`src/pkg/rcp_pkg.sv`:
```
// package: register map, timing constants and types of the ranging command block
package rcp_pkg;
  // ---------------------------------------------------------------
  // timing
  // ---------------------------------------------------------------
  localparam int unsigned CLK_MHZ = 200;
  localparam int unsigned LEAD_STEP_US = 100;
  localparam int unsigned LEAD_STEP_CYC = LEAD_STEP_US * CLK_MHZ;
  localparam int unsigned PERIOD_UNIT_MS = 1;
  localparam int unsigned PERIOD_UNIT_CYC = PERIOD_UNIT_MS * 1000 * CLK_MHZ;
  localparam int unsigned RANGE_US = 1000;
  localparam int unsigned RANGE_CYC = RANGE_US * CLK_MHZ;
  // ---------------------------------------------------------------
  // register map (byte addresses)
  // ---------------------------------------------------------------
  localparam logic [7:0] OFF_PARAM_LO = 8'h00;
  localparam logic [7:0] OFF_PARAM_HI = 8'h04;
  localparam logic [7:0] OFF_COMMAND = 8'h10;
  localparam logic [7:0] OFF_IRQ_STATUS = 8'h14;
  localparam logic [7:0] OFF_IRQ_CLEAR = 8'h18;
  localparam logic [7:0] OFF_IRQ_ENABLE = 8'h1C;
  localparam logic [7:0] OFF_STATE = 8'h20;
  // ---------------------------------------------------------------
  // codes and reset values
  // ---------------------------------------------------------------
  localparam logic [7:0] CMD_COMBINED = 8'h02;
  localparam logic [7:0] CMD_DISTANCE = 8'h03;
  localparam logic [7:0] CMD_STOP = 8'hFF;
  localparam logic [7:0] RSV_FILL = 8'hFF;
  localparam logic [7:0] RSV_ZERO = 8'h00;
  localparam logic [3:0] PIN_IN_LOW = 4'h1;
  localparam logic [3:0] PIN_IN_HIGH = 4'h2;
  localparam logic [3:0] PIN_PULSE = 4'h3;
  localparam logic [3:0] PIN_DRV_LOW = 4'h4;
  localparam logic [3:0] PIN_DRV_HIGH = 4'h5;
  localparam logic [7:0] PIN_FN_RST = 8'h44;
  localparam logic [7:0] CMD_RST = 8'h00;
  localparam int unsigned ALG_PROX_BIT = 0;
  localparam int unsigned ALG_DIST_BIT = 1;
  localparam int unsigned STS_W = 2;
  localparam int unsigned STS_DONE = 0;
  localparam int unsigned STS_PARAM = 1;
  localparam int unsigned STATE_BUSY_BIT = 8;
  localparam int unsigned STATE_PROX_BIT = 9;
  localparam logic [1:0] RESP_OKAY = 2'h0;
  localparam logic [1:0] RESP_SLVERR = 2'h2;
  // ---------------------------------------------------------------
  // types
  // ---------------------------------------------------------------
  typedef struct packed {
    logic [7:0] param_byte_three;
    logic [7:0] repeat_period_byte;
    logic [7:0] param_byte_one;
    logic [7:0] param_byte_zero;
  } rcp_param_lo_t;
  typedef struct packed {
    logic [7:0] algorithm_select_byte;
    logic [7:0] pin_function_byte;
    logic [7:0] pulse_timing_byte;
  } rcp_param_hi_t;
  typedef struct packed {
    logic [7:0] pulse_code;
    logic [7:0] period_ms;
    logic prox;
    logic second_force;
  } rcp_run_cfg_t;
  typedef enum logic [2:0] {
    ST_IDLE = 3'b000,
    ST_LEAD = 3'b001,
    ST_EMIT = 3'b010,
    ST_DONE = 3'b011,
    ST_WAIT = 3'b100,
    ST_ARM = 3'b101
  } rcp_state_t;
endpackage : rcp_pkg

```
`src/hw/rcp_top.sv`:
```
// ranging command block: axi4-lite registers, measurement sequencer, pin framing
`timescale 1ns/1ps
`default_nettype none

// Notes on behaviour
// - pulse code 0 no frame, 1 no lead, 2 lead 100us, 3 lead 200us
// - framing pin falls on the same edge the emitter stops
// - pulse code acts only on pins set to pulse output, and on the second pin in distance-only runs
// - repeat period byte in ms; zero means one single measurement
// - period shorter than ranging time: measurements run back to back
// - measurement done raises interrupt only when its enable is set
// - measurement done advances the transaction identifier
// - distance-only command uses five bytes and no proximity algorithm
// - pin-function field value 3 selects emitter pulse output
// - algorithm-select bit 0 enables the proximity algorithm
module rcp_top import rcp_pkg::*; #(
  parameter int unsigned LEAD_STEP_CYCLES = LEAD_STEP_CYC,
  parameter int unsigned PERIOD_CYCLES = PERIOD_UNIT_CYC,
  parameter int unsigned RANGE_CYCLES = RANGE_CYC
) (
  input wire logic aclk,
  input wire logic aresetn,
  input wire logic [7:0] s_axi_awaddr,
  input wire logic s_axi_awvalid,
  output logic s_axi_awready,
  input wire logic [31:0] s_axi_wdata,
  input wire logic [3:0] s_axi_wstrb,
  input wire logic s_axi_wvalid,
  output logic s_axi_wready,
  output logic [1:0] s_axi_bresp,
  output logic s_axi_bvalid,
  input wire logic s_axi_bready,
  input wire logic [7:0] s_axi_araddr,
  input wire logic s_axi_arvalid,
  output logic s_axi_arready,
  output logic [31:0] s_axi_rdata,
  output logic [1:0] s_axi_rresp,
  output logic s_axi_rvalid,
  input wire logic s_axi_rready,
  input wire logic aux_pin_first_i,
  output logic aux_pin_first_o,
  output logic aux_pin_first_oe,
  input wire logic aux_pin_second_i,
  output logic aux_pin_second_o,
  output logic aux_pin_second_oe,
  output logic emitter_on,
  output logic irq
);
  // ---------------------------------------------------------------
  // decode helpers
  // ---------------------------------------------------------------
  function automatic logic is_reg(input logic [7:0] a, input logic [7:0] off);
    return a[7:2] == off[7:2];
  endfunction : is_reg

  function automatic logic is_mapped(input logic [7:0] a);
    return is_reg(a, OFF_PARAM_LO) || is_reg(a, OFF_PARAM_HI) || is_reg(a, OFF_COMMAND) ||
           is_reg(a, OFF_IRQ_STATUS) || is_reg(a, OFF_IRQ_CLEAR) ||
           is_reg(a, OFF_IRQ_ENABLE) || is_reg(a, OFF_STATE);
  endfunction : is_mapped

  // {oe, out} for one aux pin
  function automatic logic [1:0] pin_drive(input logic [3:0] fn, input logic pulse,
                                           input logic frame);
    if (pulse) begin
      return {1'b1, frame};
    end
    case (fn)
      PIN_PULSE: return 2'b10;
      PIN_DRV_LOW: return 2'b10;
      PIN_DRV_HIGH: return 2'b11;
      default: return 2'b00;
    endcase
  endfunction : pin_drive

  // ---------------------------------------------------------------
  // state
  // ---------------------------------------------------------------
  rcp_state_t state_q, state_d;
  rcp_param_lo_t plo_q;
  rcp_param_hi_t phi_q;
  rcp_run_cfg_t run_q;
  logic [7:0] cmd_q, tid_q, aw_addr_q, ar_addr;
  logic [31:0] w_data_q, rd_mux, cnt_q, per_q, lead_cyc, lead_need, period_cyc, frame_cnt_q;
  logic [3:0] w_strb_q, fn_first, fn_second;
  logic [STS_W-1:0] sts_q, sts_d, en_q, sts_set, sts_clr;
  logic awready_q, wready_q, bvalid_q, arready_q, rvalid_q;
  logic [1:0] bresp_q, rresp_q, drv_first, drv_second;
  logic [31:0] rdata_q;
  logic emitter_on_q, irq_q, frame_q, first_o_q, first_oe_q, second_o_q, second_oe_q;
  logic do_wr, cmd_wr, go_comb, go_dist, stop, inhibit, pulse_first, pulse_second;
  logic active_q, active_d, frame_d, restart;

  // ---------------------------------------------------------------
  // axi4-lite write channel
  // ---------------------------------------------------------------
  assign do_wr = !awready_q && !wready_q && !bvalid_q;

  always_ff @(posedge aclk) begin
    if (!aresetn) begin
      awready_q <= 1'b1;
      wready_q <= 1'b1;
      bvalid_q <= 1'b0;
      bresp_q <= RESP_OKAY;
      aw_addr_q <= '0;
      w_data_q <= '0;
      w_strb_q <= '0;
    end else begin
      if (s_axi_awvalid && awready_q) begin
        awready_q <= 1'b0;
        aw_addr_q <= s_axi_awaddr;
      end else if (do_wr) begin
        awready_q <= 1'b1;
      end
      if (s_axi_wvalid && wready_q) begin
        wready_q <= 1'b0;
        w_data_q <= s_axi_wdata;
        w_strb_q <= s_axi_wstrb;
      end else if (do_wr) begin
        wready_q <= 1'b1;
      end
      if (do_wr) begin
        bvalid_q <= 1'b1;
        bresp_q <= is_mapped(aw_addr_q) ? RESP_OKAY : RESP_SLVERR;
      end else if (s_axi_bready) begin
        bvalid_q <= 1'b0;
      end
    end
  end

  // ---------------------------------------------------------------
  // parameter, command and enable registers
  // ---------------------------------------------------------------
  assign cmd_wr = do_wr && is_reg(aw_addr_q, OFF_COMMAND) && w_strb_q[0];
  assign go_comb = cmd_wr && w_data_q[7:0] == CMD_COMBINED;
  assign go_dist = cmd_wr && w_data_q[7:0] == CMD_DISTANCE;
  assign stop = cmd_wr && w_data_q[7:0] == CMD_STOP;

  always_ff @(posedge aclk) begin
    if (!aresetn) begin
      plo_q <= '0;
      phi_q <= '{algorithm_select_byte: 8'h00, pin_function_byte: PIN_FN_RST,
                 pulse_timing_byte: 8'h00};
      cmd_q <= CMD_RST;
      en_q <= '0;
    end else if (do_wr) begin
      for (int i = 0; i < 4; i++) begin
        if (w_strb_q[i] && is_reg(aw_addr_q, OFF_PARAM_LO)) begin
          plo_q[i*8 +: 8] <= w_data_q[i*8 +: 8];
        end
      end
      // params hi holds three bytes only
      for (int j = 0; j < 3; j++) begin
        if (w_strb_q[j] && is_reg(aw_addr_q, OFF_PARAM_HI)) begin
          phi_q[j*8 +: 8] <= w_data_q[j*8 +: 8];
        end
      end
      if (cmd_wr) begin
        cmd_q <= w_data_q[7:0];
      end
      if (is_reg(aw_addr_q, OFF_IRQ_ENABLE) && w_strb_q[0]) begin
        en_q <= w_data_q[STS_W-1:0];
      end
    end
  end

  // settings frozen for the run
  always_ff @(posedge aclk) begin
    if (!aresetn) begin
      run_q <= '0;
    end else if (go_comb || go_dist) begin
      run_q.pulse_code <= phi_q.pulse_timing_byte;
      run_q.period_ms <= plo_q.repeat_period_byte;
      run_q.prox <= go_comb && (phi_q.algorithm_select_byte[ALG_PROX_BIT] ||
        phi_q.algorithm_select_byte[ALG_DIST_BIT:ALG_PROX_BIT] == 2'b00);
      run_q.second_force <= go_dist;
    end
  end

  // ---------------------------------------------------------------
  // measurement sequencer
  // ---------------------------------------------------------------
  assign fn_first = phi_q.pin_function_byte[3:0];
  assign fn_second = phi_q.pin_function_byte[7:4];
  assign pulse_first = fn_first == PIN_PULSE && run_q.pulse_code != 8'h00;
  assign pulse_second = run_q.pulse_code != 8'h00 &&
                        (fn_second == PIN_PULSE || run_q.second_force);
  assign lead_cyc = (run_q.pulse_code > 8'h01) ?
                    32'(run_q.pulse_code - 8'h01) * LEAD_STEP_CYCLES : '0;
  assign lead_need = (pulse_first || pulse_second) ? lead_cyc : '0;
  assign period_cyc = 32'(run_q.period_ms) * PERIOD_CYCLES;
  assign inhibit = (fn_first == PIN_IN_LOW && !aux_pin_first_i) ||
                   (fn_first == PIN_IN_HIGH && aux_pin_first_i) ||
                   (fn_second == PIN_IN_LOW && !aux_pin_second_i) ||
                   (fn_second == PIN_IN_HIGH && aux_pin_second_i);

  always_comb begin
    state_d = state_q;
    unique case (state_q)
      ST_IDLE: state_d = ST_IDLE;
      ST_ARM: begin
        if (!inhibit) begin
          state_d = (lead_need != '0) ? ST_LEAD : ST_EMIT;
        end
      end
      ST_LEAD: begin
        if (cnt_q >= lead_need - 32'd1) begin
          state_d = ST_EMIT;
        end
      end
      ST_EMIT: begin
        if (cnt_q >= RANGE_CYCLES - 1) begin
          state_d = ST_DONE;
        end
      end
      ST_DONE, ST_WAIT: begin
        if (run_q.period_ms == 8'h00) begin
          state_d = ST_IDLE;
        end else if (per_q >= period_cyc - 32'd1) begin
          state_d = ST_ARM;
        end else begin
          state_d = ST_WAIT;
        end
      end
      default: state_d = ST_IDLE;
    endcase
    if (inhibit && (state_q == ST_LEAD || state_q == ST_EMIT)) begin
      state_d = ST_ARM;
    end
    if (stop) begin
      state_d = ST_IDLE;
    end
    if (go_comb || go_dist) begin
      state_d = ST_ARM;
    end
  end

  assign active_d = state_d == ST_LEAD || state_d == ST_EMIT;
  assign restart = active_d && !active_q;

  always_ff @(posedge aclk) begin
    if (!aresetn) begin
      state_q <= ST_IDLE;
      active_q <= 1'b0;
      cnt_q <= '0;
      per_q <= '0;
    end else begin
      state_q <= state_d;
      active_q <= active_d;
      cnt_q <= (state_d != state_q) ? '0 : cnt_q + 32'd1;
      if (restart) begin
        per_q <= 32'd0;
      end else if (per_q != 32'hFFFF_FFFF) begin
        per_q <= per_q + 32'd1;
      end
    end
  end

  always_ff @(posedge aclk) begin
    if (!aresetn) begin
      tid_q <= '0;
    end else if (state_q == ST_DONE) begin
      tid_q <= tid_q + 8'h01;
    end
  end

  // ---------------------------------------------------------------
  // emitter and aux pins
  // ---------------------------------------------------------------
  assign frame_d = active_d && (pulse_first || pulse_second);
  assign drv_first = pin_drive(fn_first, pulse_first, frame_d);
  assign drv_second = pin_drive(fn_second, pulse_second, frame_d);

  always_ff @(posedge aclk) begin
    if (!aresetn) begin
      emitter_on_q <= 1'b0;
      frame_q <= 1'b0;
      first_oe_q <= 1'b0;
      first_o_q <= 1'b0;
      second_oe_q <= 1'b0;
      second_o_q <= 1'b0;
    end else begin
      emitter_on_q <= state_d == ST_EMIT;
      frame_q <= frame_d;
      {first_oe_q, first_o_q} <= drv_first;
      {second_oe_q, second_o_q} <= drv_second;
    end
  end

  // ---------------------------------------------------------------
  // interrupt status, clear and enable
  // ---------------------------------------------------------------
  always_comb begin
    sts_set = '0;
    sts_set[STS_DONE] = state_q == ST_DONE;
    sts_set[STS_PARAM] = go_comb && (plo_q.param_byte_zero != RSV_FILL ||
      plo_q.param_byte_one != RSV_FILL || plo_q.param_byte_three != RSV_ZERO);
    sts_clr = (do_wr && is_reg(aw_addr_q, OFF_IRQ_CLEAR) && w_strb_q[0]) ?
              w_data_q[STS_W-1:0] : '0;
    sts_d = (sts_q & ~sts_clr) | sts_set;
  end

  always_ff @(posedge aclk) begin
    if (!aresetn) begin
      sts_q <= '0;
      irq_q <= 1'b0;
    end else begin
      sts_q <= sts_d;
      irq_q <= |(sts_d & en_q);
    end
  end

  // ---------------------------------------------------------------
  // axi4-lite read channel
  // ---------------------------------------------------------------
  assign ar_addr = s_axi_araddr;

  always_comb begin
    rd_mux = '0;
    if (is_reg(ar_addr, OFF_PARAM_LO)) begin
      rd_mux = plo_q;
    end else if (is_reg(ar_addr, OFF_PARAM_HI)) begin
      rd_mux = {8'h00, phi_q};
    end else if (is_reg(ar_addr, OFF_COMMAND)) begin
      rd_mux = {24'h00_0000, cmd_q};
    end else if (is_reg(ar_addr, OFF_IRQ_STATUS)) begin
      rd_mux[STS_W-1:0] = sts_q;
    end else if (is_reg(ar_addr, OFF_IRQ_ENABLE)) begin
      rd_mux[STS_W-1:0] = en_q;
    end else if (is_reg(ar_addr, OFF_STATE)) begin
      rd_mux[7:0] = tid_q;
      rd_mux[STATE_BUSY_BIT] = state_q != ST_IDLE;
      rd_mux[STATE_PROX_BIT] = run_q.prox;
    end
  end

  always_ff @(posedge aclk) begin
    if (!aresetn) begin
      arready_q <= 1'b1;
      rvalid_q <= 1'b0;
      rdata_q <= '0;
      rresp_q <= RESP_OKAY;
    end else if (s_axi_arvalid && arready_q) begin
      arready_q <= 1'b0;
      rvalid_q <= 1'b1;
      rdata_q <= rd_mux;
      rresp_q <= is_mapped(ar_addr) ? RESP_OKAY : RESP_SLVERR;
    end else if (rvalid_q && s_axi_rready) begin
      arready_q <= 1'b1;
      rvalid_q <= 1'b0;
    end
  end

  assign s_axi_awready = awready_q;
  assign s_axi_wready = wready_q;
  assign s_axi_bvalid = bvalid_q;
  assign s_axi_bresp = bresp_q;
  assign s_axi_arready = arready_q;
  assign s_axi_rvalid = rvalid_q;
  assign s_axi_rdata = rdata_q;
  assign s_axi_rresp = rresp_q;
  assign emitter_on = emitter_on_q;
  assign irq = irq_q;
  assign aux_pin_first_o = first_o_q;
  assign aux_pin_first_oe = first_oe_q;
  assign aux_pin_second_o = second_o_q;
  assign aux_pin_second_oe = second_oe_q;

  // ---------------------------------------------------------------
  // checks
  // ---------------------------------------------------------------
  always_ff @(posedge aclk) begin
    if (!aresetn || !frame_q || emitter_on_q) begin
      frame_cnt_q <= '0;
    end else begin
      frame_cnt_q <= frame_cnt_q + 32'd1;
    end
  end
endmodule : rcp_top

`default_nettype wire

```
`config.mk`:
```
export PLATFORM = sky130hd
export DESIGN_NAME = rcp_top
export DESIGN_NICKNAME = d
export VERILOG_FILES = /design/src/pkg/rcp_pkg.sv /design/src/hw/rcp_top.sv
export SDC_FILE = /design/constraint.sdc
export NUM_CORES = 1
export LEC_CHECK = 0
export ABC_CLOCK_PERIOD_IN_PS = 8360
export BUFFER_PORTS_ARGS = -buffer_cell sky130_fd_sc_hd__buf_2
export CORE_ASPECT_RATIO = 0.8
export CORE_MARGIN = 2
export CORE_UTILIZATION = 35
export CTS_BUF_LIST = sky130_fd_sc_hd__clkbuf_8
export CTS_CLUSTER_SIZE = 16
export DETAILED_ROUTE_END_ITERATION = 16
export HOLD_SLACK_MARGIN = 0.08
export PLACE_DENSITY = 0.64
export SYNTH_ARGS = -nofsm -noshare
export SYNTH_HDL_FRONTEND = slang
export SYNTH_SLANG_ARGS = --single-unit
```
`constraint.sdc`:
```
create_clock -name aclk -period 8.36 [get_ports aclk]
set_clock_uncertainty 0.2 [all_clocks]
set_input_delay 1.672 -clock aclk [delete_from_list [all_inputs] [get_ports aclk]]
set_output_delay 1.672 -clock aclk [all_outputs]
set_load 0.01 [all_outputs]
```
== After elaboration in Yosys (flattened, before gate mapping) ==
Index checks and enable logic that the tools add are counted.
Cells by class
  reductions and logical operators: 88
  equal/unequal tests: 36
  magnitude comparators: 4
  add/subtract/negate cells: 6
  bitwise logic cells: 5
  mux-type cells: 40
  multipliers: 2
Operators by type and width (count)
  $mux 32: 3
  $add 32x1->32 const B: 2
  $ge 32x32->1: 2
  $eq 6x3->1 const B: 8
  $ge 32x18->1 const B: 1
  $logic_and 1x1->1: 32
  $mul 32x10->27 const B: 1
  $ne 32x32->1 const B: 1
  $reduce_bool 32->1: 1
  $sub 32x1->32 const B: 1
  $sub 26x1->27 const B: 1
  $mux 24: 1
  $logic_or 1x1->1: 23
  $mux 3: 7
  $mul 8x12->20 const B: 1
  $mux 10: 2
  $mux 2: 10
  $reduce_and 2->1: 9
  $eq 4x2->1 const B: 4
  $eq 4x3->1 const B: 4
  $eq 8x2->1 const B: 2
  $mux 8: 2
  $ne 8x8->1 const B: 2
  $reduce_bool 8->1: 2
  other kinds (25): 59
Word-level totals
  input bits: 61
  register bits: 253
  logic and storage cells: 217
  output and inout bits: 47

== Longest topological paths before layout ==
Gate-level depths: netlist of run 1.
  depth after elaboration: 17
  depth in mapped cells: 39
  mapped depth without buffers: 35

== Worst setup path before layout of run 1 ==
Ideal clock, no wire load.
  path kind: reg2reg
  start point: reg run_q[10] (netlist bit)
  end point: reg cnt_q[24]
  library setup time: 0.117 ns
  stages on the path, launching flop included: 38
  arrival time: 8.335 ns
  setup slack: -0.292 ns
  required time: 8.043 ns
  cell sequence: dfxtp_1 > buf_2 > inv_1 > ha_1 > nand2_1 > nor3_1 > xor2_1 > fa_1 > ha_1 > inv_1 > fa_1 > inv_1 > ha_1 > inv_1 > fa_1 > inv_1 > ha_1 > buf_6 > [... 2 more ...] > a211o_1 > a32oi_1 > nand4b_2 > nor3_1 > nand3_1 > xnor2_1 > nor2_1 > ha_1 > nand4_1 > nor4_1 > a22oi_1 > a41o_1 > a221oi_1 > o21ai_0 > xnor2_1 > o221ai_1 > buf_2 > nor2_1
Between the ends
  longest elaborated chain between the ends: 13
  elaborated cells on any way between the ends: 21
  classes of those cells: add/sub (2); mul (1); order compare (2); eq/ne (1); mux (9); reduce/logical (6)
RTL lines
  start, declared: line rcp_top.sv:82  | rcp_run_cfg_t run_q;
  $sub 8x1->9 / $reduce_bool 8->1 (equally long branches): line rcp_top.sv:189, rcp_top.sv:185, rcp_top.sv:186
  $mul 32x10->27, or another cell as far along: line rcp_top.sv:189  | 32'(run_q.pulse_code - 8'h01) * LEAD_STEP_CYCLES : '0;
  $mux 32 / $logic_or 1x1->1 (equally long branches): line rcp_top.sv:188, rcp_top.sv:190
  $mux 32 (*): line rcp_top.sv:190  | assign lead_need = (pulse_first || pulse_second) ? lead_cyc : '0;
  $sub 32x1->32 / $reduce_bool 32->1 (equally long branches): line rcp_top.sv:207, rcp_top.sv:203
  $ge 32x32->1 / $mux 2 (equally long branches): line rcp_top.sv:207, rcp_top.sv:203
  $mux 3, on equally long branches: line rcp_top.sv:207, rcp_top.sv:202
  $pmux 3 s4 (*): line rcp_top.sv:199  | unique case (state_q)
  $mux 3 (*): line rcp_top.sv:227  | if (inhibit && (state_q == ST_LEAD || state_q == ST_EMIT)) begin
  $mux 3 (*): line rcp_top.sv:230  | if (stop) begin
  $mux 3 (*): line rcp_top.sv:233  | if (go_comb || go_dist) begin
  $ne 3x3->1 (*): line rcp_top.sv:250  | cnt_q <= (state_d != state_q) ? '0 : cnt_q + 32'd1;
  $reduce_or 2->1 (no line) (*)
  end signal, assigned: line rcp_top.sv:250
  end, declared: line rcp_top.sv:84  | logic [31:0] w_data_q, rd_mux, cnt_q, per_q, lead_cyc, lead_need, period_cyc, frame_cnt_q;
Mark *: on every way between the ends. The rest lies on a longest branch, timed or not.
A chain may end at the register's enable or synchronous reset.

== Worst setup path in the final report of run 1 ==
  start point: reg run_q[11] (netlist bit)
  end point: reg cnt_q[23]
Same word-level chain as after synthesis.

==> summary.md, run 1 <==
| Metric | Value |
|---|---|
| Status | `completed` |
| Pre-CTS WS | `-249 ps` |
| Post-synth top area share | `0.309` |
| Post-DR vias/cell | `5.23` |
| Initial core utilization | `0.354` |
| Design area | `18700 sq um` |
| H-tree Lvls | `2` |
| Sequential area share after synthesis | `0.309` |
| Worst rel slew slack | `0.216` |
| Fillers | `4525` |
| FFs w/ async S/R, synth | `0` |
| Post-detail-place hpwl | `31700 um` |
| Total number of vias | `14100` |
| Final wirelength | `42800 um` |
| WP buf/inv | `6` |
| Hold Slack | `257 ps` |
| Largest net degree at the start of global routing | `72` |
| Fin crit period | `8160 ps` |
| Initial drt markers | `1240` |
| Most used DFF post-synth | `dfxtp_1` |
| Clk sinks | `249` |
| Top cells by area, synth | `dfxtp_1 (31%), ha_1 (12%), nand2_1 (5.7%)` |
| Setup ws final | `196 ps` |
| Sequential power share | `0.483` |
| Most common cell after layout, fill and taps aside | `dfxtp_1` |
| Final layout net count | `2300` |
| TritonCTS buffer count | `43` |
| Routed Antenna Nets | `0` |
| Max-cap viol count | `0` |
| CORE AREA | `45600 sq um` |
| CTS tree | `done` |
| DR WL/cell | `15.9 um` |
| CTS max path bufs | `3` |
| Global route overflow | `0` |
| Crit path largest cell delay | `490 ps` |
| EDFF count, synth | `0` |
| Clock Latency Late Sink | `580 ps` |
| Combinational share of power | `0.054` |
| Post-Syn Area | `16100 sq um` |
| First drt pass iteration count | `6` |
| Synthesis Warnings | `0` |
| Switch share | `0.250` |
| Leakage | `8.11 nW` |
| Final worst path period share | `0.977` |
| VDD IR max | `0.000104 V` |
| Final setup fails | `0` |
| Share of cells above drive strength 1 | `0.150` |
| I/O pins | `108` |
| Setup TNS | `0 ps` |
| Delay-heaviest family, CP | `adder cells` |
| Internal | `0.00193 W` |
| Placed cell areas | `17400 sq um` |
| FP Rows | `70` |
| Flops & latches, synth | `249` |
| Final Max Tran Viols | `0` |
| Distinct cell type count after synthesis | `85` |
| Worst Path Arrival | `8450 ps` |
| Post-route DRC | `0` |
| Crit. End Element | `flop` |
| Net Switching | `0.000642 W` |
| Synth Area per Inst | `8.29 sq um` |
| Initial antenna violation count | `0` |
| HP Class | `reg2reg` |
| Die Y | `196 um` |
| Critical path's slowest cell | `fa_1` |
| Fmax | `122 MHz` |
| Synthesis-to-layout area growth | `15.8%` |
| Post-Syn Instances | `1947` |
| First-pass GRT wire length | `68200 um` |
| Die width | `244 um` |
| GRT Overall Usage | `0.171` |
| CP Launch Type | `flop` |
| Die ar. | `47800 sq um` |
| Critical path class | `reg2reg` |
| Clk root buf | `clkbuf_8` |
| Power Density | `137 nW/um^2` |
| Worst-path clk slew | `60 ps` |
| Req. time, crit path | `8650 ps` |
| Vias in the first global route | `13200` |
| Post-synth top area cell | `dfxtp_1` |
| Routability Congestion | `0.921` |
| PortBufs | `101` |
| Most frequent cells in the layout | `dfxtp_1 (245), nand2_1 (243), a21oi_1 (173), nor2_1 (172), ha_1 (152)` |
| Clock power frac | `0.463` |
| Measured slew at the worst slew-check pin | `1170 ps` |
| CP Max Fanout | `8` |
| Final Hold Vio Count | `0` |
## cells in the mapped netlist, types with 27 or more instances
cell and instances:
fa_1 34, xnor2_1 71, o21ai_0 44, inv_1 123, a21oi_1 175, ha_1 157, xor2_1 62, nand2_1 244
clkbuf_1 74, mux2i_1 40, nor2_1 175, dfxtp_1 249, nand4_1 34, nand3_1 97, nor3_2 27, nor3_1 48
## logic make-up after synthesis
| kind of cell | count (synthesis) | synth area share |
|---|---|---|
| adder cells (fa/ha/maj) | 191 | 0.164 |
| AND/OR/NAND/NOR | 749 | 0.228 |
| AO/OA/AOI/OAI | 362 | 0.145 |
| XOR/XNOR | 134 | 0.0732 |
| other | 1 | 0.000232 |
| buffers and inverters | 220 | 0.0550 |
| multiplexers | 41 | 0.0257 |
| flip-flops | 249 | 0.309 |
## layout make-up
| class | count | area, sq um | share of cell area |
|---|---|---|---|
| antenna | 1 | 2.50 | 0.000134 |
| clock buffer | 52 | 716 | 0.0383 |
| clock inverter | 25 | 208 | 0.0111 |
| inverter | 123 | 467 | 0.0250 |
| multi-input combinational | 1480 | 10600 | 0.566 |
| sequential | 249 | 4990 | 0.267 |
| tap | 612 | 766 | 0.0410 |
| timing repair buffer | 151 | 957 | 0.0512 |
## through the flow
step,util,total power (W),std cells
finish,0.409,0.00257,2693
global route,0.409,0.00267,2692
detailed placement,0.381,0.00140,2605
CTS,0.402,0.00259,2682
floorplan,-,0.00134,1949
global placement,0.381,0.00140,2605
## per-layer routing
layer / share of wire / vias up / GRT usage
met5: 0 / - / 0
met4: 0.012 / 0 / 0.0242
met3: 0.060 / 56 / 0.0302
met2: 0.42 / 367 / 0.262
met1: 0.50 / 6657 / 0.256
li1: - / 7011 / -
## repair_timing
action,4_1_cts,5_1_grt
gates resized for setup,5,44
setup endpoints to repair,67,68
buffers inserted,0,7
cloned,0,3
pin swaps,0,16
endpoints found under the hold margin,0,0
hold buffers,0,0
## power groups by stage
stage | registers, W | logic [W] | clock network (W)
after floorplan | 0.00126 | 0.0000826 | 0
after global placement | 0.00126 | 0.000134 | 0
final | 0.00124 | 0.000139 | 0.00119
after CTS | 0.00124 | 0.000137 | 0.00121
after detailed placement | 0.00127 | 0.000136 | 0
after global routing | 0.00124 | 0.000155 | 0.00127
## registers in the layout, indices dropped and copies added, names as in the netlist, 3 cells and up
name,count
cnt_q,32
per_q,32
plo_q,32
s_axi_rdata,32
w_data_q,32
run_q,18
phi_q,16
cmd_q,8
tid_q,8
aw_addr_q,6
fn_first,4
fn_second,4
w_strb_q,4
state_q,3
## worst reg2reg max path, delay by kind of cell, from the launching register on
family	cells	cell delay, ps
buffers and inverters	6	790
flip-flops	1	360
AO/OA/AOI/OAI	13	2850
AND/OR/NAND/NOR	4	500
XOR/XNOR	2	510
adder cells (fa/ha/maj)	8	2870
## worst paths after layout
| check | from | endpoint | slack, ps | cells past startpoint |
|---|---|---|---|---|
| worst min-delay path | cnt_q[0] | cnt_q[0] | 260 | 1 |
| worst max register to register | run_q[11] | cnt_q[23] | 200 | 33 |
| worst min register to register | cnt_q[0] | cnt_q[0] | 260 | 1 |
| worst max-delay path | run_q[11] | cnt_q[23] | 200 | 33 |
(Power assumes the default switching activity.)
==> inputs of run 2 (changes only) <==
--- a/config.mk
+++ b/config.mk
@@ -14,6 +14,7 @@
 export CTS_CLUSTER_SIZE = 16
 export DETAILED_ROUTE_END_ITERATION = 16
 export HOLD_SLACK_MARGIN = 0.08
+export MAX_ROUTING_LAYER = met4
 export PLACE_DENSITY = 0.64
 export SYNTH_ARGS = -nofsm -noshare
 export SYNTH_HDL_FRONTEND = slang
==> constraint.sdc (replaced) <==
create_clock -name aclk -period 8.36 [get_ports aclk]
set_clock_uncertainty 0.2 [all_clocks]
set_input_delay 1.672 -clock aclk [delete_from_list [all_inputs] [get_ports aclk]]
set_output_delay 1.672 -clock aclk [all_outputs]
set_load 0.005 [all_outputs]
==> summary.md, run 2 (synthesis gave the netlist of run 1 again) <==
| Metric | Value |
|---|---|
| Status | `completed (unchanged)` |
| First drt pass iteration count | `6 (unchanged)` |
| Worst rel slew slack | `0.239 (was 0.216)` |
| Initial core utilization | `0.354 (unchanged)` |
| Power Density | `138 nW/um^2 (was 137 nW/um^2)` |
| Post-route DRC | `0 (unchanged)` |
| Fin crit period | `8040 ps (was 8160 ps)` |
| PortBufs | `101 (unchanged)` |
| Global route overflow | `0 (unchanged)` |
| Die Y | `196 um (unchanged)` |
| HP Class | `reg2reg (unchanged)` |
| Max-cap viol count | `0 (unchanged)` |
| Pre-CTS WS | `-249 ps (unchanged)` |
| Initial antenna violation count | `0 (unchanged)` |
| Clk sinks | `249 (unchanged)` |
| Clock Latency Late Sink | `590 ps (was 580 ps)` |
| Die width | `244 um (unchanged)` |
| I/O pins | `108 (unchanged)` |
| Req. time, crit path | `8650 ps (about the same)` |
| Largest net degree at the start of global routing | `72 (unchanged)` |
| First-pass GRT wire length | `68200 um (about the same)` |
| Most frequent cells in the layout | `dfxtp_1 (247), nand2_1 (243), a21oi_1 (173), nor2_1 (172), ha_1 (152) (was dfxtp_1 (245), nand2_1 (243), a21oi_1 (173), nor2_1 (172), ha_1 (152))` |
| GRT Overall Usage | `0.177 (was 0.171)` |
| Final Max Tran Viols | `0 (unchanged)` |
| Delay-heaviest family, CP | `adder cells (unchanged)` |
| FP Rows | `70 (unchanged)` |
| CORE AREA | `45600 sq um (unchanged)` |
| WP buf/inv | `6 (unchanged)` |
| Hold Buf Count CTS | `0 (unchanged)` |
| Crit. End Element | `flop (unchanged)` |
| Routability Congestion | `0.937 (was 0.921)` |
| CTS max path bufs | `3 (unchanged)` |
| Routed Antenna Nets | `0 (unchanged)` |
| Vias in the first global route | `13200 (about the same)` |
| Setup ws final | `320 ps (was 196 ps)` |
| Total number of vias | `14000 (was 14100)` |
| Clk root buf | `clkbuf_8 (unchanged)` |
| Worst-path clk slew | `60 ps (about the same)` |
| Fmax | `124 MHz (was 122 MHz)` |
| Synthesis-to-layout area growth | `15.1% (was 15.8%)` |
| Post-DR vias/cell | `5.22 (was 5.23)` |
| Share of cells above drive strength 1 | `0.147 (was 0.150)` |
| Leakage | `8.06 nW (was 8.11 nW)` |
| DR WL/cell | `15.7 um (was 15.9 um)` |
| CP Max Fanout | `16 (was 8)` |
| VDD IR max | `0.000104 V (about the same)` |
| Worst Path Arrival | `8330 ps (was 8450 ps)` |
| H-tree Lvls | `2 (unchanged)` |
| Hold Slack | `257 ps (about the same)` |
| Final layout net count | `2296 (was 2300)` |
| TritonCTS buffer count | `43 (unchanged)` |
| Post-detail-place hpwl | `31700 um (unchanged)` |
| Antenna Cells | `0 (was 1)` |
| Critical path class | `reg2reg (unchanged)` |
| Measured slew at the worst slew-check pin | `1130 ps (was 1170 ps)` |
| Setup TNS | `0 ps (unchanged)` |
| Final worst path period share | `0.962 (was 0.977)` |
| Initial drt markers | `1133 (was 1240)` |
| Final Hold Vio Count | `0 (unchanged)` |
| Final wirelength | `42300 um (was 42800 um)` |
| CTS tree | `done (unchanged)` |
| Most common cell after layout, fill and taps aside | `dfxtp_1 (unchanged)` |
| CP Launch Type | `flop (unchanged)` |
| Crit path largest cell delay | `490 ps (about the same)` |
| Die ar. | `47800 sq um (unchanged)` |
| Critical path's slowest cell | `fa_1 (unchanged)` |
| Final setup fails | `0 (unchanged)` |
run 2: cell types whose count changed in the layout (fill, tap and decap cells not counted), sizes merged:
cell / before / now
buf: 149 / 146
clkbuf: 54 / 53
diode: 1 / 0
run 2: worst register-to-register path: cells and delay by family (launching register included):
| family | cells | cell delay [ps] |
|---|---|---|
| flip-flops | 1 | 350 |
| AND/OR/NAND/NOR | 6 | 840 |
| adder cells (fa/ha/maj) | 7 | 2810 |
| buffers and inverters | 6 | 780 |
| XOR/XNOR | 3 | 650 |
| AO/OA/AOI/OAI | 11 | 2340 |
run 2: stage by stage:
stage                     instance area (sq um)  instances  utilization  total power [W]
after global placement                    17400       2605        0.381          0.00139
after global routing                      18600       2688        0.407          0.00266
after detailed placement                  17400       2605        0.381          0.00140
after floorplan                           16200       1949            -          0.00134
final                                     18600       2688        0.407          0.00256
after CTS                                 18300       2682        0.402          0.00258
run 2: repair_timing:
action / 4_1_cts / 5_1_grt
setup endpoints to repair: 67 / 68
resized for setup: 5 / 37
pin swaps: 0 / 15
buffers inserted: 0 / 5
cloned: 0 / 1
run 2: power breakdown:
group	total (W)	internal (W)	switching, W
clock network	0.00119	0.000663	0.000522
registers	0.00124	0.00121	0.0000275
logic	0.000133	0.0000477	0.0000851
total	0.00256	0.00192	0.000635
run 2: routing by layer:
layer	global-route usage	wire length (um)	up-vias
met5	-	0	-
met4	0.0242	471	0
met3	0.0291	2490	53
met2	0.261	17900	368
met1	0.257	21400	6616
li1	-	-	6995
run 2: path summary, 6_finish.rpt:
kind                                 from        to  slack, ps  cells past startpoint
worst min register to register   cnt_q[0]  cnt_q[0]        260                      1
worst min-delay path             cnt_q[0]  cnt_q[0]        260                      1
worst max-delay path            run_q[10]  cnt_q[3]        320                     33
worst max register to register  run_q[10]  cnt_q[3]        320                     33
run 2: layout make-up:
class,instances,area (sq um)
clock inverters,25,208
well taps,612,766
repair buffers,147,906
inverters,123,467
fillers,4529,27100
flip-flops and latches,249,4990
multi-input cells,1480,10500
clock buffers,52,716
==> inputs of run 3 (changes only) <==
--- a/config.mk
+++ b/config.mk
@@ -9,13 +9,13 @@
 export BUFFER_PORTS_ARGS = -buffer_cell sky130_fd_sc_hd__buf_2
 export CORE_ASPECT_RATIO = 0.8
 export CORE_MARGIN = 2
-export CORE_UTILIZATION = 35
+export CORE_UTILIZATION = 30
 export CTS_BUF_LIST = sky130_fd_sc_hd__clkbuf_8
 export CTS_CLUSTER_SIZE = 16
 export DETAILED_ROUTE_END_ITERATION = 16
 export HOLD_SLACK_MARGIN = 0.08
 export MAX_ROUTING_LAYER = met4
-export PLACE_DENSITY = 0.64
+export PLACE_DENSITY = 0.58
 export SYNTH_ARGS = -nofsm -noshare
 export SYNTH_HDL_FRONTEND = slang
 export SYNTH_SLANG_ARGS = --single-unit
==> summary.md, run 3 (synthesis gave the netlist of run 1 again) <==
| Metric | Value |
|---|---|
| Hold Slack | `258 ps (was 257 ps)` |
| CORE AREA | `52700 sq um (was 45600 sq um)` |
| Worst rel slew slack | `0.171 (was 0.239)` |
| Post-DR vias/cell | `5.10 (was 5.22)` |
| Util after Layout | `0.359 (was 0.407)` |
| Final setup fails | `0 (unchanged)` |
| CP Launch Type | `flop (unchanged)` |
| First drt pass iteration count | `7 (was 6)` |
| Share of cells above drive strength 1 | `0.161 (was 0.147)` |
| Clock Latency Late Sink | `590 ps (about the same)` |
| Initial drt markers | `955 (was 1133)` |
| Vias in the first global route | `13400 (was 13200)` |
| Most common cell after layout, fill and taps aside | `dfxtp_1 (unchanged)` |
| Critical path origin | `run_q[11] (was run_q[10])` |
| Initial antenna violation count | `1 (was 0)` |
| Final wirelength | `44800 um (was 42300 um)` |
| FP Rows | `75 (was 70)` |
| Crit-path most repeated cell | `inv_2` |
| Post-route DRC | `0 (unchanged)` |
| CTS tree | `done (unchanged)` |
| Worst-path clk slew | `60 ps (about the same)` |
| Die width | `263 um (was 244 um)` |
| Worst Path Arrival | `8320 ps (was 8330 ps)` |
| Req. time, crit path | `8580 ps (was 8650 ps)` |
| Final Hold Vio Count | `0 (unchanged)` |
| TritonCTS buffer count | `42 (was 43)` |
| I/O pins | `108 (unchanged)` |
| Final Max Tran Viols | `0 (unchanged)` |
| Status | `completed (unchanged)` |
| Crit path largest cell delay | `520 ps (was 490 ps)` |
| Die Y | `211 um (was 196 um)` |
| DR WL/cell | `16.1 um (was 15.7 um)` |
| Post-detail-place hpwl | `32700 um (was 31700 um)` |
| CP Max Fanout | `8 (was 16)` |
| Max-cap viol count | `0 (unchanged)` |
| H-tree Lvls | `2 (unchanged)` |
| Final worst path period share | `0.969 (was 0.962)` |
| Crit. End Element | `flop (unchanged)` |
| Global route overflow | `0 (unchanged)` |
| Measured slew at the worst slew-check pin | `1230 ps (was 1130 ps)` |
| Leakage | `8.14 nW (was 8.06 nW)` |
| RSZ-0062 raised after global routing | `true` |
| First-pass GRT wire length | `71800 um (was 68200 um)` |
| Critical path's slowest cell | `fa_1 (unchanged)` |
| R2R Path Start | `run_q[11] (was run_q[10])` |
| CTS max path bufs | `3 (unchanged)` |
| Critical path class | `reg2reg (unchanged)` |
| Routability Congestion | `0.873 (was 0.937)` |
| Most frequent cells in the layout | `dfxtp_1 (248), nand2_1 (243), a21oi_1 (172), nor2_1 (164), ha_1 (151) (was dfxtp_1 (247), nand2_1 (243), a21oi_1 (173), nor2_1 (172), ha_1 (152))` |
| Power Density | `131 nW/um^2 (was 138 nW/um^2)` |
| Routed Antenna Nets | `0 (unchanged)` |
| HP Class | `reg2reg (unchanged)` |
| Clk root buf | `clkbuf_8 (unchanged)` |
| Fin crit period | `8100 ps (was 8040 ps)` |
| Hold Crit Start | `w_data_q[30] (was cnt_q[0])` |
| GRT Overall Usage | `0.161 (was 0.177)` |
| Total number of vias | `14200 (was 14000)` |
| PortBufs | `101 (unchanged)` |
| Largest net degree at the start of global routing | `107 (was 72)` |
| Clk sinks | `249 (unchanged)` |
| Die ar. | `55700 sq um (was 47800 sq um)` |
| Fmax | `123 MHz (was 124 MHz)` |
| VDD IR max | `0.000106 V (was 0.000104 V)` |
| Initial core utilization | `0.306 (was 0.354)` |
| Synthesis-to-layout area growth | `17.5% (was 15.1%)` |
| Final layout net count | `2311 (was 2296)` |
## run 3: timing repair
item	CTS	global route
endpoints found under the setup margin	63	68
pin swaps	1	41
buffers inserted	2	10
hold buffers	0	0
resized for setup	2	73
gates cloned	0	4
## run 3: critical path: cells and delay by family, from the launching register on
family	cells	cell delay (ps)
fa+ha+maj	8	2710
simple gates	13	1800
buf+inv	7	610
xor+xnor	2	380
flops	1	360
compound gates	6	1850
## run 3: final timing paths
check                           cells past startpoint            to  slack [ps]
worst min-delay path                                2  w_data_q[30]         260
worst max-delay path                               36     per_q[20]         260
worst max register to register                     36     per_q[20]         260
worst min register to register                      2  w_data_q[30]         260
## run 3: power breakdown
part           switching, W  internal [W]  total, W
Combinational     0.0000862     0.0000474  0.000134
Clock              0.000529      0.000587   0.00112
Sequential        0.0000281       0.00121   0.00124
Total              0.000643       0.00185   0.00249
## run 3: per-stage QoR
| step | std cells | worst slack, ps | setup TNS (ps) | total power, W | cell area [sq um] |
|---|---|---|---|---|---|
| 2_1_floorplan | 1949 | 16.1 | 0 | 0.00134 | 16200 |
| 3_5_place_dp | 2692 | -220 | -11350 | 0.00140 | 17500 |
| 5_1_grt | 2783 | -161 | -8460 | 0.00261 | 19000 |
| 4_1_cts | 2768 | 21.6 | 0 | 0.00253 | 18400 |
| 6_report | 2783 | 257 | 0 | 0.00249 | 19000 |
| 3_3_place_gp | 2692 | -118 | -5820 | 0.00140 | 17500 |
## run 3: layout make-up
class	instances	area (sq um)
multi-input cells	1480	10700
fillers	5476	33800
inverters	123	469
clock inverters	23	139
well taps	693	867
diodes	1	2.50
repair buffers	163	1090
flip-flops and latches	249	4990
clock buffers	51	702
## run 3: per-layer routing
layer | up-vias | wire length [um] | global-route usage
met4 | 0 | 493 | 0.0244
met5 | - | 0 | -
met3 | 53 | 3030 | 0.0334
met1 | 6747 | 22500 | 0.235
met2 | 377 | 18800 | 0.231
li1 | 7027 | - | -
